==> src/logic/pbsf_pkg.sv <==
// shared constants, types and register map of the flash program host controller
`default_nettype none
package pbsf_pkg;
   localparam int ADDR_W = 22;
   localparam int DATA_W = 16;
   localparam int REG_AW = 8;
   localparam int REG_DW = 32;
   localparam int SECTOR_LSB = 15;
   localparam int SECT_W = ADDR_W - SECTOR_LSB;
   localparam int CNT_W = 9;
   // device command addresses and codes
   localparam logic [ADDR_W-1:0] UNLOCK1_ADDR = 22'h000555;
   localparam logic [ADDR_W-1:0] UNLOCK2_ADDR = 22'h0002aa;
   localparam logic [DATA_W-1:0] CMD_UNLOCK1 = 16'h00aa;
   localparam logic [DATA_W-1:0] CMD_UNLOCK2 = 16'h0055;
   localparam logic [DATA_W-1:0] CMD_WORD_PROG = 16'h00a0;
   localparam logic [DATA_W-1:0] CMD_BUF_ENTER = 16'h0025;
   localparam logic [DATA_W-1:0] CMD_CONFIRM = 16'h0029;
   localparam logic [DATA_W-1:0] CMD_PROG_SUSPEND = 16'h0051;
   localparam logic [DATA_W-1:0] CMD_PROG_RESUME = 16'h0050;
   localparam logic [DATA_W-1:0] CMD_SW_RESET = 16'h00f0;
   localparam logic [DATA_W-1:0] CMD_STAT_READ = 16'h0070;
   // buffer limits
   localparam logic [CNT_W-1:0] BUF_MAX_CNT = 9'h07f;
   localparam logic [CNT_W-1:0] CNT_DONE = 9'h1ff;
   localparam logic [CNT_W-1:0] CNT_ONE = 9'h001;
   // device status bits
   localparam int STAT_READY_BIT = 7;
   localparam int STAT_ERR_BIT = 4;
   // timing
   localparam int CLK_MHZ = 10;
   localparam int SUSP_LAT_US = 40;
   localparam int SUSP_LAT_CYC = SUSP_LAT_US * CLK_MHZ;
   localparam int LAT_W = 12;
   localparam logic [LAT_W-1:0] POLL_GAP_CYC = 12'h008;
   localparam logic [2:0] WE_PULSE_CYC = 3'h1;
   localparam logic [2:0] RD_WAIT_CYC = 3'h3;
   // register offsets
   localparam logic [REG_AW-1:0] REG_CMD = 8'h00;
   localparam logic [REG_AW-1:0] REG_ADDR = 8'h04;
   localparam logic [REG_AW-1:0] REG_DATA = 8'h08;
   localparam logic [REG_AW-1:0] REG_COUNT = 8'h0c;
   localparam logic [REG_AW-1:0] REG_CTRL = 8'h10;
   localparam logic [REG_AW-1:0] REG_STATE = 8'h14;
   localparam logic [REG_AW-1:0] REG_POLL = 8'h18;
   localparam logic [REG_AW-1:0] REG_IRQ_STAT = 8'h1c;
   localparam logic [REG_AW-1:0] REG_IRQ_CLR = 8'h20;
   localparam logic [REG_AW-1:0] REG_IRQ_EN = 8'h24;
   // event bits
   localparam int EV_W = 4;
   localparam int EV_DONE = 0;
   localparam int EV_HANG = 1;
   localparam int EV_REFUSED = 2;
   localparam int EV_SUSPENDED = 3;

   typedef enum logic [3:0] {
      OP_NONE, OP_WORD_PROG, OP_BUF_ENTER, OP_BUF_DATA, OP_CONFIRM,
      OP_SUSPEND, OP_RESUME, OP_RESET, OP_STATUS
   } pbsf_op_t;

   typedef enum logic [2:0] {
      DS_IDLE, DS_LOADING, DS_PROGRAMMING, DS_SUSP_REQ, DS_SUSPENDED, DS_HANG, DS_ABORT
   } pbsf_dev_t;

   typedef struct packed {
      logic isRead;
      logic [ADDR_W-1:0] addr;
      logic [DATA_W-1:0] data;
   } pbsf_cycle_t;

   typedef struct packed {
      logic ceN;
      logic weN;
      logic oeN;
      logic [ADDR_W-1:0] addr;
      logic [DATA_W-1:0] dqOut;
      logic dqOe;
   } pbsf_pins_t;
endpackage
`default_nettype wire

==> src/logic/pbsf_bus_cycle.sv <==
// one asynchronous flash bus cycle, write or read, on the device pins
`default_nettype none
module pbsf_bus_cycle
   import pbsf_pkg::*;
(
   // clock and reset
   input wire logic core_clk,
   input wire logic rst,
   // request
   input wire logic start,
   input wire pbsf_cycle_t cyc,
   output logic done,
   output logic [DATA_W-1:0] rdData,
   // pins
   output pbsf_pins_t pins,
   input wire logic [DATA_W-1:0] dqIn
);
   typedef enum logic [2:0] {PH_IDLE, PH_SETUP, PH_STROBE, PH_WAIT, PH_RECOVER} pbsf_phase_t;
   localparam pbsf_pins_t PINS_IDLE = '{ceN: 1'b1, weN: 1'b1, oeN: 1'b1, addr: '0, dqOut: '0, dqOe: 1'b0};

   pbsf_phase_t ph_r, ph_nxt;
   pbsf_pins_t pins_r, pins_nxt;
   logic [2:0] cnt_r, cnt_nxt;
   logic [DATA_W-1:0] rd_r, rd_nxt;
   logic [DATA_W-1:0] dqS1_r, dqS2_r, dqS3_r;
   logic isRead_r, isRead_nxt;
   logic done_r, done_nxt;

   always_comb begin
      ph_nxt = ph_r;
      pins_nxt = pins_r;
      cnt_nxt = cnt_r;
      rd_nxt = rd_r;
      isRead_nxt = isRead_r;
      done_nxt = 1'b0;
      case (ph_r)
         PH_IDLE: begin
            if (start) begin
               pins_nxt.ceN = 1'b0;
               pins_nxt.addr = cyc.addr;
               pins_nxt.dqOut = cyc.data;
               pins_nxt.dqOe = ~cyc.isRead;
               isRead_nxt = cyc.isRead;
               ph_nxt = PH_SETUP;
            end
         end
         PH_SETUP: begin
            pins_nxt.weN = isRead_r;
            pins_nxt.oeN = ~isRead_r;
            cnt_nxt = isRead_r ? RD_WAIT_CYC : WE_PULSE_CYC;
            ph_nxt = isRead_r ? PH_WAIT : PH_STROBE;
         end
         PH_STROBE: begin
            if (cnt_r == 3'h1) begin
               pins_nxt.weN = 1'b1;
               ph_nxt = PH_RECOVER;
            end
            cnt_nxt = cnt_r - 3'h1;
         end
         PH_WAIT: begin
            // a pin word counts only once two synchroniser stages agree
            if (cnt_r != 3'h0) begin
               cnt_nxt = cnt_r - 3'h1;
            end else if (dqS2_r == dqS3_r) begin
               rd_nxt = dqS3_r;
               pins_nxt.oeN = 1'b1;
               ph_nxt = PH_RECOVER;
            end
         end
         PH_RECOVER: begin
            pins_nxt = PINS_IDLE;
            done_nxt = 1'b1;
            ph_nxt = PH_IDLE;
         end
         default: begin
            pins_nxt = PINS_IDLE;
            ph_nxt = PH_IDLE;
         end
      endcase
   end

   always_ff @(posedge core_clk or posedge rst) begin
      if (rst) begin
         ph_r <= PH_IDLE;
         pins_r <= PINS_IDLE;
         cnt_r <= 3'h0;
         rd_r <= '0;
         isRead_r <= 1'b0;
         done_r <= 1'b0;
         dqS1_r <= '0;
         dqS2_r <= '0;
         dqS3_r <= '0;
      end else begin
         ph_r <= ph_nxt;
         pins_r <= pins_nxt;
         cnt_r <= cnt_nxt;
         rd_r <= rd_nxt;
         isRead_r <= isRead_nxt;
         done_r <= done_nxt;
         dqS1_r <= dqIn;
         dqS2_r <= dqS1_r;
         dqS3_r <= dqS2_r;
      end
   end

   assign pins = pins_r;
   assign done = done_r;
   assign rdData = rd_r;
endmodule
`default_nettype wire

==> src/logic/pbsf_host_ctrl.sv <==
// host controller that drives flash word and buffer programming with suspend and resume
// What this block does
// - Confirm 29h at buffer sector at -1
// - Timeout hangs with status bit7 set; F0h recovers
// - Suspended: reads, status stay; 50h resumes
// - Use enhanced suspend/resume codes, not legacy
// - Abort recovery is AAh, 55h, F0h at 555h
//
// The register offsets and the strobed register port are this design's own decisions.
`default_nettype none
module pbsf_host_ctrl
   import pbsf_pkg::*;
(
   // clock and reset
   input wire logic core_clk,
   input wire logic rst,
   // register port
   input wire logic [REG_AW-1:0] regAddr,
   input wire logic [REG_DW-1:0] regWdata,
   input wire logic regWr,
   input wire logic regRd,
   output logic [REG_DW-1:0] regRdata,
   // interrupt
   output logic irq,
   // flash pins
   output pbsf_pins_t flashPins,
   input wire logic [DATA_W-1:0] flashDqIn
);
   pbsf_dev_t dev_r, dev_nxt;
   pbsf_op_t op_r, op_nxt;
   logic busy_r, busy_nxt;
   logic pend_r, pend_nxt;
   logic [1:0] step_r, step_nxt;
   logic [CNT_W-1:0] left_r, left_nxt;
   logic [SECT_W-1:0] sect_r, sect_nxt;
   logic [LAT_W-1:0] lat_r, lat_nxt;
   logic [ADDR_W-1:0] addrReg_r, addrReg_nxt;
   logic [DATA_W-1:0] dataReg_r, dataReg_nxt;
   logic [CNT_W-1:0] countReg_r, countReg_nxt;
   logic ersMode_r, ersMode_nxt;
   logic [DATA_W-1:0] stat_r, stat_nxt;
   logic [EV_W-1:0] ev_r, ev_nxt, evEn_r, evEn_nxt, evSet;
   logic [REG_DW-1:0] rdata_r, rdata_nxt;

   pbsf_cycle_t cyc;
   logic lastStep, cycStart, cycDone, legal;
   logic [DATA_W-1:0] cycRd;
   pbsf_op_t reqOp;
   logic [ADDR_W-1:0] sectBase;

   assign sectBase = {sect_r, {SECTOR_LSB{1'b0}}};
   assign reqOp = pbsf_op_t'(regWdata[3:0]);
   assign cycStart = busy_r & ~pend_r & (dev_r != DS_SUSP_REQ);

   pbsf_bus_cycle u_cycle (
      .core_clk(core_clk),
      .rst(rst),
      .start(cycStart),
      .cyc(cyc),
      .done(cycDone),
      .rdData(cycRd),
      .pins(flashPins),
      .dqIn(flashDqIn)
   );

   // bus cycles of each operation, step by step
   always_comb begin
      cyc = '{isRead: 1'b0, addr: UNLOCK1_ADDR, data: CMD_UNLOCK1};
      lastStep = 1'b0;
      case (op_r)
         OP_WORD_PROG, OP_BUF_ENTER, OP_RESET: begin
            case (step_r)
               2'h0: cyc.data = CMD_UNLOCK1;
               2'h1: begin
                  cyc.addr = UNLOCK2_ADDR;
                  cyc.data = CMD_UNLOCK2;
               end
               2'h2: begin
                  if (op_r == OP_WORD_PROG) begin
                     cyc.data = CMD_WORD_PROG;
                  end else if (op_r == OP_BUF_ENTER) begin
                     cyc.addr = sectBase;
                     cyc.data = CMD_BUF_ENTER;
                  end else begin
                     cyc.data = CMD_SW_RESET;
                     lastStep = 1'b1;
                  end
               end
               default: begin
                  lastStep = 1'b1;
                  if (op_r == OP_WORD_PROG) begin
                     cyc.addr = addrReg_r;
                     cyc.data = dataReg_r;
                  end else begin
                     cyc.addr = sectBase;
                     cyc.data = {{(DATA_W-CNT_W){1'b0}}, countReg_r - CNT_ONE};
                  end
               end
            endcase
         end
         OP_BUF_DATA: begin
            cyc.addr = addrReg_r;
            cyc.data = dataReg_r;
            lastStep = 1'b1;
         end
         OP_CONFIRM: begin
            cyc.addr = sectBase;
            cyc.data = CMD_CONFIRM;
            lastStep = 1'b1;
         end
         OP_SUSPEND: begin
            cyc.data = CMD_PROG_SUSPEND;
            lastStep = 1'b1;
         end
         OP_RESUME: begin
            cyc.data = CMD_PROG_RESUME;
            lastStep = 1'b1;
         end
         OP_STATUS: begin
            if (step_r == 2'h0) begin
               cyc.data = CMD_STAT_READ;
            end else begin
               cyc.isRead = 1'b1;
               cyc.addr = sectBase;
               lastStep = 1'b1;
            end
         end
         default: lastStep = 1'b1;
      endcase
   end

   // which orders the device accepts in its present state; the rest are refused
   always_comb begin
      legal = 1'b0;
      case (reqOp)
         OP_WORD_PROG, OP_BUF_ENTER: legal = (dev_r == DS_IDLE) && (countReg_r != '0)
            && (countReg_r <= BUF_MAX_CNT + CNT_ONE);
         OP_BUF_DATA: legal = (dev_r == DS_LOADING) && !left_r[CNT_W-1]
            && (addrReg_r[ADDR_W-1:SECTOR_LSB] == sect_r);
         OP_CONFIRM: legal = (dev_r == DS_LOADING) && (left_r == CNT_DONE);
         OP_SUSPEND: legal = (dev_r == DS_PROGRAMMING);
         OP_RESUME: legal = (dev_r == DS_SUSPENDED);
         OP_RESET: legal = (dev_r == DS_HANG) || (dev_r == DS_ABORT);
         OP_STATUS: legal = (dev_r != DS_LOADING);
         default: legal = 1'b0;
      endcase
   end

   // operation sequencing and the device state as the host tracks it
   always_comb begin
      dev_nxt = dev_r;
      op_nxt = op_r;
      busy_nxt = busy_r;
      pend_nxt = pend_r;
      step_nxt = step_r;
      left_nxt = left_r;
      sect_nxt = sect_r;
      lat_nxt = lat_r;
      stat_nxt = stat_r;
      evSet = '0;
      if (cycStart) begin
         pend_nxt = 1'b1;
      end
      if (dev_r == DS_SUSP_REQ) begin
         // suspend needs no poll, the device settles within the latency
         if (lat_r == '0) begin
            dev_nxt = DS_SUSPENDED;
            evSet[EV_SUSPENDED] = 1'b1;
            busy_nxt = 1'b0;
         end else begin
            lat_nxt = lat_r - {{(LAT_W-1){1'b0}}, 1'b1};
         end
      end
      if (cycDone) begin
         pend_nxt = 1'b0;
         if (!lastStep) begin
            step_nxt = step_r + 2'h1;
         end else begin
            busy_nxt = 1'b0;
            case (op_r)
               OP_WORD_PROG, OP_CONFIRM, OP_RESUME: dev_nxt = DS_PROGRAMMING;
               OP_BUF_ENTER: begin
                  dev_nxt = DS_LOADING;
                  left_nxt = countReg_r - CNT_ONE;
               end
               OP_BUF_DATA: left_nxt = left_r - CNT_ONE;
               OP_SUSPEND: begin
                  dev_nxt = DS_SUSP_REQ;
                  busy_nxt = 1'b1;
                  lat_nxt = LAT_W'(SUSP_LAT_CYC);
               end
               OP_RESET: dev_nxt = DS_IDLE;
               OP_STATUS: begin
                  stat_nxt = cycRd;
                  lat_nxt = POLL_GAP_CYC;
                  if (dev_r == DS_PROGRAMMING && cycRd[STAT_READY_BIT]) begin
                     if (cycRd[STAT_ERR_BIT]) begin
                        dev_nxt = DS_HANG;
                        evSet[EV_HANG] = 1'b1;
                     end else begin
                        // idle means read mode or erase suspend, per ersMode
                        dev_nxt = DS_IDLE;
                        evSet[EV_DONE] = 1'b1;
                     end
                  end
               end
               default: dev_nxt = dev_r;
            endcase
         end
      end
      if (regWr && regAddr == REG_CMD) begin
         if (!busy_r && legal) begin
            op_nxt = reqOp;
            busy_nxt = 1'b1;
            step_nxt = 2'h0;
            if (reqOp == OP_WORD_PROG || reqOp == OP_BUF_ENTER) begin
               sect_nxt = addrReg_r[ADDR_W-1:SECTOR_LSB];
            end
         end else begin
            evSet[EV_REFUSED] = 1'b1;
         end
      end else if (!busy_r && dev_r == DS_PROGRAMMING) begin
         // poll while programming; the gap between polls leaves room for a suspend order
         if (lat_r == '0) begin
            op_nxt = OP_STATUS;
            busy_nxt = 1'b1;
            step_nxt = 2'h0;
         end else begin
            lat_nxt = lat_r - {{(LAT_W-1){1'b0}}, 1'b1};
         end
      end
   end

   // software registers
   always_comb begin
      addrReg_nxt = addrReg_r;
      dataReg_nxt = dataReg_r;
      countReg_nxt = countReg_r;
      ersMode_nxt = ersMode_r;
      evEn_nxt = evEn_r;
      ev_nxt = ev_r;
      rdata_nxt = '0;
      if (regWr) begin
         case (regAddr)
            REG_ADDR: addrReg_nxt = regWdata[ADDR_W-1:0];
            REG_DATA: dataReg_nxt = regWdata[DATA_W-1:0];
            REG_COUNT: countReg_nxt = regWdata[CNT_W-1:0];
            // mode may change only while no program is open
            REG_CTRL: ersMode_nxt = (dev_r == DS_IDLE) ? regWdata[0] : ersMode_r;
            REG_IRQ_CLR: ev_nxt = ev_r & ~regWdata[EV_W-1:0];
            REG_IRQ_EN: evEn_nxt = regWdata[EV_W-1:0];
            default: ev_nxt = ev_r;
         endcase
      end
      // a new event wins over a clear in the same cycle
      ev_nxt = ev_nxt | evSet;
      if (regRd) begin
         case (regAddr)
            REG_ADDR: rdata_nxt = {{(REG_DW-ADDR_W){1'b0}}, addrReg_r};
            REG_DATA: rdata_nxt = {{(REG_DW-DATA_W){1'b0}}, dataReg_r};
            REG_COUNT: rdata_nxt = {{(REG_DW-CNT_W){1'b0}}, countReg_r};
            REG_CTRL: rdata_nxt = {{(REG_DW-1){1'b0}}, ersMode_r};
            REG_STATE: rdata_nxt = {{(REG_DW-CNT_W-9){1'b0}}, left_r, op_r, busy_r, dev_r, ersMode_r};
            REG_POLL: rdata_nxt = {{(REG_DW-DATA_W){1'b0}}, stat_r};
            REG_IRQ_STAT: rdata_nxt = {{(REG_DW-EV_W){1'b0}}, ev_r};
            REG_IRQ_EN: rdata_nxt = {{(REG_DW-EV_W){1'b0}}, evEn_r};
            default: rdata_nxt = '0;
         endcase
      end
   end

   always_ff @(posedge core_clk or posedge rst) begin
      if (rst) begin
         dev_r <= DS_IDLE;
         op_r <= OP_NONE;
         busy_r <= 1'b0;
         pend_r <= 1'b0;
         step_r <= 2'h0;
         left_r <= CNT_DONE;
         sect_r <= '0;
         lat_r <= '0;
         stat_r <= '0;
         addrReg_r <= '0;
         dataReg_r <= '0;
         countReg_r <= '0;
         ersMode_r <= 1'b0;
         ev_r <= '0;
         evEn_r <= '0;
         rdata_r <= '0;
      end else begin
         dev_r <= dev_nxt;
         op_r <= op_nxt;
         busy_r <= busy_nxt;
         pend_r <= pend_nxt;
         step_r <= step_nxt;
         left_r <= left_nxt;
         sect_r <= sect_nxt;
         lat_r <= lat_nxt;
         stat_r <= stat_nxt;
         addrReg_r <= addrReg_nxt;
         dataReg_r <= dataReg_nxt;
         countReg_r <= countReg_nxt;
         ersMode_r <= ersMode_nxt;
         ev_r <= ev_nxt;
         evEn_r <= evEn_nxt;
         rdata_r <= rdata_nxt;
      end
   end

   assign regRdata = rdata_r;
   assign irq = |(ev_r & evEn_r);
endmodule
`default_nettype wire

==> config.mk <==
export PLATFORM = sky130hd
export DESIGN_NAME = pbsf_host_ctrl
export DESIGN_NICKNAME = d
export VERILOG_FILES = /design/src/logic/pbsf_pkg.sv /design/src/logic/pbsf_bus_cycle.sv /design/src/logic/pbsf_host_ctrl.sv
export SDC_FILE = /design/constraint.sdc
export NUM_CORES = 1
export LEC_CHECK = 0
export BUFFER_PORTS_ARGS = -buffer_cell sky130_fd_sc_hd__buf_2
export CAP_MARGIN = 20
export CORE_AREA = 2 2 160 162
export DETAILED_ROUTE_END_ITERATION = 7
export DIE_AREA = 0 0 162 164
export GPL_ROUTABILITY_DRIVEN = 0
export GPL_TIMING_DRIVEN = 0
export PLACE_DENSITY_LB_ADDON = 0.25
export SYNTH_ARGS = -nofsm -noshare
export SYNTH_HDL_FRONTEND = slang
export SYNTH_SLANG_ARGS = --single-unit
==> constraint.sdc <==
create_clock -name core_clk -period 11.3 [get_ports core_clk]
set_input_delay 1.695 -clock core_clk [delete_from_list [all_inputs] [get_ports core_clk]]
set_output_delay 1.695 -clock core_clk [all_outputs]
set_load 0.005 [all_outputs]
======== Yosys cells after proc, flatten, opt, wreduce, memory -nomap -nowiden ========
Index checks and enable logic that the tools add are counted.
word-level totals
  flip-flop bits (word level) ............. 257
  bits in latches ......................... 0
  RAM bits ................................ 0
  memory bits (read-only) ................. 0
  input port bits ......................... 60
  output and inout port bits .............. 75
  logic and storage cells ................. 236
  memories ................................ 0
cells by class
  $add $sub $neg .......................... 5
  $mul .................................... 0
  divide/modulo/power cells ............... 0
  order comparisons ....................... 1
  equality and inequality tests ........... 50
  shift-type cells ........................ 0
  muxes and demuxes ....................... 88
  bitwise gates (word level) .............. 13
  reduce and logical (&&, ||, !) cells .... 49
operators with widths
  cell                                              count
  one-hot mux 22 bit (8 select lines)               1
  one-hot mux 16 bit (6 select lines)               1
  one-hot mux 22 bit (4 select lines)               1
  2-to-1 mux 12 bit                                 7
  one-hot mux 39 bit (2 select lines)               1
  2-to-1 mux 22 bit                                 3
  one-hot mux 22 bit (3 select lines)               1
  one-hot mux 16 bit (3 select lines)               1
  2-to-1 mux 39 bit                                 1
  2-to-1 mux 38 bit                                 1
  2-to-1 mux 3 bit                                  11
  == test 4 x 3 -> 1 bit, second input constant     8
  == test 8 x 5 -> 1 bit, second input constant     4
  2-to-1 mux 1 bit                                  27
  2-to-1 mux 4 bit                                  6
  2-to-1 mux 8 bit                                  3
  one-hot mux 12 bit (2 select lines)               1
  2-to-1 mux 23 bit                                 1
  2-to-1 mux 2 bit                                  11
  AND reduction 3 bit                               7
  one-hot mux 3 bit (6 select lines)                1
  one-hot mux 9 bit (2 select lines)                1
  subtractor 9 x 1 -> 9 bit, second input constant  2
  == test 16 bit                                    1
  47 further kinds                                  104

======== Logic depth before layout (Yosys ltp) ========
Gate-level depths: netlist (run 1).
  depth after elaboration ................. 10
  depth in mapped cells ................... 9
  mapped depth without buffers ............ 8

======== Cells and area by module ========
A second synthesis (run 1) with hierarchy kept.
unflattened totals
  cells, all modules ...................... 1021
  area, all modules ....................... 11586.1 µm²
by module, submodules not included
  module          instances  cells an instance  area each (µm²)  seq. area each (µm²)
  pbsf_host_ctrl  1          765                7589.8           3339.5
  pbsf_bus_cycle  1          256                3996.3           2856.5

======== Worst setup path before layout (run 1) ========
No wires, ideal clock.
  path kind ............................... in2reg
  from .................................... input port regWdata[1]
  to ...................................... register sect_r[0]
  setup time .............................. 125 ps
  arrival time ............................ 3419 ps
  required time ........................... 11175 ps
  slack ................................... 7757 ps
  stages .................................. 7
  buffers on the path ..................... 1
  path through ............................ clkbuf_1 or4b_1 o41ai_1 a21oi_1 and4_4 nor3b_4 mux2_2
between the ends
  longest elaborated chain between the ends .. 5
  elaborated cells on any way between the ends .. 13
  those cells by class .................... 8 x eq/ne; 1 x mux; 4 x reduce/logical
ends and longest elaborated chain
  item                                                                     line                                          RTL
  start, declared                                                          pbsf_host_ctrl.sv:19                          input wire logic [REG_DW-1:0] regWdata,
  == test 4 x 1 -> 1 bit / == test 4 x 2 -> 1 bit (equally long branches)  pbsf_host_ctrl.sv:135, pbsf_host_ctrl.sv:216
  OR reduction 2 bit                                                       pbsf_host_ctrl.sv:135                         case (reqOp)
  one-hot mux 1 bit (7 select lines)                                       pbsf_host_ctrl.sv:135
  logical AND 1 bit                                                        pbsf_host_ctrl.sv:212                         if (!busy_r && legal) begin
  AND reduction 3 bit (no line) (*)                                        n/a
  end signal, assigned                                                     pbsf_host_ctrl.sv:297                         sect_r <= sect_nxt;
  end, declared                                                            pbsf_host_ctrl.sv:35                          logic [SECT_W-1:0] sect_r, sect_nxt;
Every way passes the cells marked *; elsewhere a longest branch is shown, timed or not.
A chain may end at the register's enable or synchronous reset.

======== Worst setup path after layout (run 1) ========
  from .................................... input port regWdata[3]
  to ...................................... register sect_r[4]
The elaborated chain is that of the path after synthesis.

==> results.yml, run 1 <==
setup_path:
  path_cells: "buf_2, clkbuf_1, nor4_1, nand3_1, and4_4, nor3b_4, mux2_2"
  path_depth: 7
  critPathRequiredTime_ns: 11.73
  path_class: "in -> reg"
  cp_top_family: "simple AND/OR/NAND/NOR gates"
  crit_fanout: 10
  cp_slowest_cell: "nor4_1"
  arrival_ns: 4.24
  end_kind: "flop"
  start_kind: "input pin"
  critical_path_buf_inv_count: 2
  slowest_delay_ns: 0.64
  ff2ff_path_depth: 7
sta:
  worst_hold_slack_ns: 0.3468
  timing_hold_violations_final: 0
  rsz0062_at_grt: "false"
  tightest_slew_ns: 1.002
  clock.fmax_mhz: 263.0
  skew_ns: 0.01413
  period_share_pct: 33.65
  setup_viol: 0
  period_minus_slack_ns: 3.803
  slew_violations: 0
  max_slew_margin_pct: 32.26
  tns_ns: 0
drt:
  drc_errors: 0
  firstDrtPassIters: 5
  routed_via_density: 5.702
  antenna_left: 0
  drt_iter0_drc: 684
  wl_per_cell_um: 19.94
  num_vias: 8672
  drt-total-wl_mm: 30.32
synthesis:
  muxShareOfSynthArea_pct: 9.055
  avgSynthCellArea_sq_um: 11.13
  synth_warnings: 0
  ys.flop_type: "dfrtp_1"
  synthCells: 1018
  synthArstFlopShare_pct: 100.0
  yosysSeqAreaShare_pct: 54.68
  synth_top_family_by_area: "compound AO/OA/AOI/OAI gates"
  synthAdderAreaFrac_pct: 1.325
  synthXorXnorAreaFrac_pct: 3.092
  synth_compound_area_share_pct: 15.63
  synthSimpleGateAreaFrac_pct: 12.92
  synth_seq_cells: 247
  synth_edf_count: 0
  synth_area_sq_um: 11330
  synth_cell_types: 79
grt:
  grt_max_degree: 107
  grt_usage_pct: 22.94
  grt_pass1_vias: 8454
  grt_antenna_before_repair: 2
  grt_overflow: 0
  grt_pass1_wl_mm: 47.34
clock_tree:
  cts_max_level: 1
  cts_resized: 0
  numCtsBuffers: 27
  post_cts_buffers: 0
  clock_tree.root_cell: "clkbuf_16"
  cts_sinks: 247
  cts_tree: "yes"
  cts_max_path_buffers: 3
  clkLatencyLatePin_ns: 0.55
  cts.clk_slew.worst_paths_ns: 0.06
  cts_hold_buf: 0
floorplan:
  initial_core_util_pct: 45.65
  num_rows: 58
  coreArea_sq_um: 24820
  fp.dieH_um: 164
  die_width_um: 162
  die_area_sq_um: 26570
  io_pins: 135
placed_design:
  dpl.hpwl_mm: 22.16
  place_area_sq_um: 12410
  io_buffer_count: 113
power_and_ir_drop:
  ir_drop_mv: 0.1347
  p_leak_nw: 6.176
  p_per_area_nw_per_um2: 159.8
cells_and_area:
  nets: 1244
  design_area_sq_um: 13290
  area_delta_synth_final_pct: 17.26
  final-seq-area_sq_um: 6196
  drive_gt1_share_pct: 24.87
  fill_cells: 2242
  multi_input_area_sq_um: 4798
outcome:
  status: "complete, no violations"
min_path:
  whs_path_depth: 0
  hp-class: "reg -> reg"
run:
  drv_cap: 0
==> synthesized netlist by cell type (3+ instances only) <==
cell type  instances  area (sq um)
nor3_1            16         80.08
o21ai_0           56         280.3
mux2_2            83         934.7
a2bb2oi_1          3         26.28
buf_2              8         40.04
o22ai_1            9         56.30
a22oi_1           47         352.8
ha_1              12         150.1
a21o_1             7         52.55
a31oi_1           18         112.6
and3_1             7         43.79
a222oi_1           3         30.03
xnor2_1           25         219.0
or2_2              6         37.54
nand2_1           88         330.3
nand2b_1           9         56.30
a211oi_1           5         37.54
mux2i_1            8         80.08
or3_1              8         50.05
nand4_1            9         56.30
nor4_1            14         87.58
buf_4             13         97.59
nand4b_1           3         26.28
a2111oi_0          3         26.28
xor2_1            15         131.4
a221o_1            7         70.07
o32ai_1            4         35.03
a21oi_1           48         240.2
or4_1              4         30.03
nor2b_1            8         50.05
clkbuf_1          32         120.1
nand3b_1           6         45.04
o31ai_1            4         30.03
a22o_1            18         157.7
dfstp_2           12         315.3
dfrtp_1          235          5881
nor3b_1            6         45.04
inv_1             28         105.1
nor2_1            62         232.7
nand3_1           19         95.09
o21a_1             3         22.52
==> worst paths after layout <==
check,endpoint,from,slack [ns]
setup / recovery,sect_r[4]$_DFFE_PP0P_,regWdata[3],7.50
hold / removal,u_cycle.dqS2_r[4]$_DFF_PP0_,u_cycle.dqS1_r[4]$_DFF_PP0_,0.35
setup reg to reg,sect_r[4]$_DFFE_PP0P_,dev_r[2]$_DFFE_PP0P_,8.27
hold reg to reg,u_cycle.dqS2_r[4]$_DFF_PP0_,u_cycle.dqS1_r[4]$_DFF_PP0_,0.35
max in group asynchronous,left_r[6]$_DFFE_PP1P_,rst,8.85
min in group asynchronous,u_cycle.dqS1_r[3]$_DFF_PP0_,rst,1.14
==> worst register-to-register path, stage by stage, from the launching register on <==
cell     delay, ns
dfrtp_1       0.41
buf_4         0.19
or3b_1        0.48
nor4_1        0.52
o21ai_0       0.16
and4_4        0.20
nor3b_4       0.56
mux2_2        0.41
==> metal layers <==
layer	wire length [um]	track usage [%]
met1	13230	31.65
met2	14160	36.85
met3	1819	3.561
met4	1116	8.648
met5	0	0
==> report_power, final <==
part	total (mW)	leakage [nW]	internal (mW)	switching [mW]
Sequential	0.977	3.24	0.932	0.0446
Combinational	0.277	2.52	0.101	0.176
Clock	0.870	0.416	0.502	0.368
==> cells in the final DEF (no fill, tap or decap), drive strengths merged, types with 8 or more instances in the layout <==
master  synthesis  layout
nor2           64      64
mux2           84      84
o22ai           9       9
nand4           9       9
nand2b          9       9
clkbuf         32      66
nor4           15      15
ha             12      12
or3             8       8
mux2i           8       8
o21ai          59      59
nor3           16      16
nor2b           8       8
a22oi          47      47
xor2           15      15
nand2          89      89
conb            1      10
nand3          19      19
dfrtp         235     235
buf            23     139
dfstp          12      12
xnor2          25      25
a22o           18      18
a31oi          18      18
a21oi          48      48
inv            28      30
==> sequential cells by signal, summed over array words and instances (netlist names), 12 cells and up <==
name,count
addrReg_r,22
dataReg_r,16
lat_r,12
regRdata,22
stat_r,16
u_cycle.dqS1_r,16
u_cycle.dqS2_r,16
u_cycle.dqS3_r,16
u_cycle.pins,42
u_cycle.rdData,16
==> kinds of logic after synthesis <==
logic type | after synthesis
AOI/OAI and AO/OA | 260
xor gates and xnor gates | 40
adders and majority gates | 12
buffers and inverters | 83
DFF | 247
muxes | 92
other | 1
and+or+nand+nor | 283
==> through the flow <==
stage / setup slack, ns / util [%] / cells / total power, mW
floorplan: 2.838 / - / 1027 / 1.170
global placement: 0.07583 / 49.73 / 1470 / 1.257
detailed placement: 6.962 / 50.01 / 1473 / 1.267
CTS: 7.524 / 53.52 / 1520 / 2.141
global route: 7.493 / 53.52 / 1520 / 2.218
finish: 7.497 / 53.53 / 1521 / 2.123
==> final cells by class <==
type,count,share of cell area [%]
well taps,330,3.108
clock inverters,13,1.139
diodes,1,0.01883
flip-flops and latches,247,46.63
multi-input cells,697,36.11
plain buffers,55,1.996
inverters,28,0.8475
clock buffers,34,5.434
repair buffers,116,4.709
Power figures use the tool's default switching activity.
==> run 2: changes to the inputs <==
Settings changed: ABC_AREA set to 1, CORE_AREA 2 2 160 162 to 2 2 164 166, DIE_AREA 0 0 162 164 to 0 0 166 168.
Clock period 11.3 ns to 3.9 ns, I/O delays scaled along.
==> run 2 against run 1 <==
Sequential power rose to 2.9 times the previous value. Clock skew fell by 0.0043 ns. Clock power rose to 3.0 times the previous value. Die area rose by 5.0%. Non-clock buffer count fell by 4. Global-route usage rose by 0.084 points. Sequential share of layout area fell by 2.0 points. Utilization fell by 0.85 points. Register-to-register slack got worse by 6.8 ns. Total power rose to 3.0 times the previous value.
==> results.yml, run 2 <==
setup_path:
  cp_slowest_cell: "a21oi_1"
  crit_fanout: 8
  critical_path_buf_inv_count: 2
  start_kind: "flop"
  r2r_slack_ns: 1.49
  timing.rr.start: "countReg_r[0]$_DFFE_PP0P_"
  ff2ff_path_depth: 10
  critPathRequiredTime_ns: 4.27
  slowest_delay_ns: 0.57
  setup.worst_path.start: "countReg_r[0]$_DFFE_PP0P_"
  cp_top_family: "compound AO/OA/AOI/OAI gates"
  arrival_ns: 2.78
  path_class: "reg -> reg"
  end_kind: "flop"
  path_cells: "inv_1, ha_1, nand3_1, nor2_1, nor2_1, nand3_1, nand2_1, inv_1, a21oi_1, o21ai_0"
  reg2reg_to: "ev_r[2]$_DFF_PP0_"
synthesis:
  avgSynthCellArea_sq_um: 8.306
  yosysSeqAreaShare_pct: 52.53
  synth_area_sq_um: 11800
  synth_cell_types: 51
  synthCells: 1420
  synth_seq_cells: 247
  yosys-top-cells-count: "nand2_1 (340), dfrtp_1 (235), inv_1 (175)"
  synth_edf_count: 0
  synthMostInstantiatedCell: "nand2_1"
  synth_warnings: 0
  synth_top_cell_area_share_pct: 49.86
  synth.largest_area_cell: "dfrtp_1"
  synthArstFlopShare_pct: 100.0
  synth_area_leaders: "dfrtp_1 (50%), nand2_1 (11%), o21ai_0 (6.3%)"
  ys.flop_type: "dfrtp_1"
drt:
  num_vias: 10098
  firstDrtPassIters: 5
  drt-total-wl_mm: 32.15
  routed_via_density: 5.208
  wl_per_cell_um: 16.58
  drc_errors: 0
  antenna_left: 0
  drt_iter0_drc: 785
cells_and_area:
  final-seq-area_sq_um: 6196
  fill_cells: 2548
  area_delta_synth_final_pct: 17.70
  final_cells: 1939
  final_common_cell: "nand2_1"
  nets: 1650
  largest_reg_flops: 42
  antennaDiodeCount: 0
  drive_gt1_share_pct: 15.46
  layout_common_cells: "nand2_1 (340), dfrtp_1 (235), inv_1 (174), o21ai_0 (148), nor2_1 (126)"
  design_area_sq_um: 13880
  multi_input_area_sq_um: 4678
floorplan:
  num_rows: 60
  coreArea_sq_um: 26350
  initial_core_util_pct: 44.76
  die_area_sq_um: 27890
  fp.dieH_um: 168
  die_width_um: 166
  io_pins: 135
outcome:
  status: "complete, no violations"
min_path:
  hp-class: "in -> async"
grt:
  grt_overflow: 0
  grt_pass1_wl_mm: 51.79
  grt_antenna_before_repair: 0
  grt_max_degree: 44
  grt_pass1_vias: 9687
  grt_usage_pct: 23.02
run:
  drv_cap: 0
sta:
  tightest_slew_ns: 0.8888
  timing.final.ws_setup_ns: 1.494
  worst_hold_slack_ns: 0.05638
  skew_ns: 0.009812
  tns_ns: 0
  slew_violations: 0
  clock.fmax_mhz: 415.7
  timing_hold_violations_final: 0
  rsz0062_at_grt: "false"
  period_minus_slack_ns: 2.406
  max_slew_margin_pct: 40.20
  period_share_pct: 61.69
  setup_viol: 0
clock_tree:
  cts_resized: 0
  cts_sinks: 247
  cts_max_path_buffers: 3
  clock_tree.root_cell: "clkbuf_16"
  clkLatencyLatePin_ns: 0.53
  numCtsBuffers: 27
  cts_tree: "yes"
  cts_max_level: 1
  cts_hold_buf: 0
  cts.clk_slew.worst_paths_ns: 0.06
  post_cts_buffers: 0
power_and_ir_drop:
  switching_share_pct: 28.59
  p_leak_nw: 6.905
  p_per_area_nw_per_um2: 465.5
  p_int_mw: 4.615
  p_clk_share_pct: 40.7
  pwr-share-seq_pct: 43.7
  ir_drop_mv: 0.4921
  power_switching_mw: 1.848
  comb_power_share_pct: 15.6
placed_design:
  placed_cells_incl_taps: 1890
  dpl.hpwl_mm: 24.61
  place_area_sq_um: 12960
  io_buffer_count: 113
  dpl_worst_slack_ns: 1.032
[run 2: layout make-up]
class	instances	share of cell area [%]
multi-input cells	949	33.70
clock buffers	36	5.326
flip-flops and latches	247	44.63
clock inverters	13	1.289
inverters	186	5.056
well taps	341	3.073
plain buffers	47	1.848
repair buffers	120	5.083
[run 2: routing by layer]
metal | global-route usage, % | up-vias | routed length (um) | share of wire (%)
met5 | 0 | - | 0 | 0
met4 | 9.830 | 0 | 1558 | 4.8
met3 | 4.020 | 78 | 2052 | 6.4
met2 | 38.03 | 359 | 14940 | 46
met1 | 30.09 | 4737 | 13610 | 42
li1 | - | 4924 | - | -
[run 2: power groups by stage]
| stage | clock network, mW | logic, mW | registers, mW |
|---|---|---|---|
| finish | 2.63 | 1.01 | 2.83 |
| global route | 2.79 | 1.15 | 2.84 |
| CTS | 2.69 | 1.01 | 2.82 |
| detailed placement | 0 | 1.00 | 2.87 |
| global placement | 0 | 0.969 | 2.87 |
| floorplan | 0 | 0.692 | 2.84 |
[run 2: cells by family after synthesis]
kind of cell	Yosys count	share of synthesized area [%]
buffers and inverters	233	8.094
adders and majority gates	12	1.273
other	1	0.03179
AOI/OAI and AO/OA	288	14.01
and+or+nand+nor	615	22.28
xor gates and xnor gates	24	1.782
DFF	247	52.53
[run 2: worst max path at each step]
stage          depth (start not counted)  slack [ns]                        end
5_1_grt                               12        1.24      sect_r[2]$_DFFE_PP0P_
3_5_place_dp                           8        1.03   addrReg_r[9]$_DFFE_PP0P_
3_3_place_gp                           2       -1.41  addrReg_r[19]$_DFFE_PP0P_
2_1_floorplan                          1        0.08   addrReg_r[0]$_DFFE_PP0P_
6_report                              10        1.49          ev_r[2]$_DFF_PP0_
4_1_cts                               10        1.50          ev_r[2]$_DFF_PP0_
[run 2: per-stage QoR]
stage               utilization [%]  power (mW)
finish                        52.69       6.463
global route                  52.69       6.788
CTS                           52.69       6.521
detailed placement            49.20       3.869
global placement              48.67       3.836
floorplan                         -       3.534
[run 2: worst reg2reg max path, delay by kind of cell, from the launching register on]
kind                     cells  cell delay [ns]
AO/OA/AOI/OAI                2             0.77
adder cells (fa/ha/maj)      1             0.26
AND/OR/NAND/NOR              5             0.63
buffers and inverters        2             0.19
flip-flops                   1             0.43
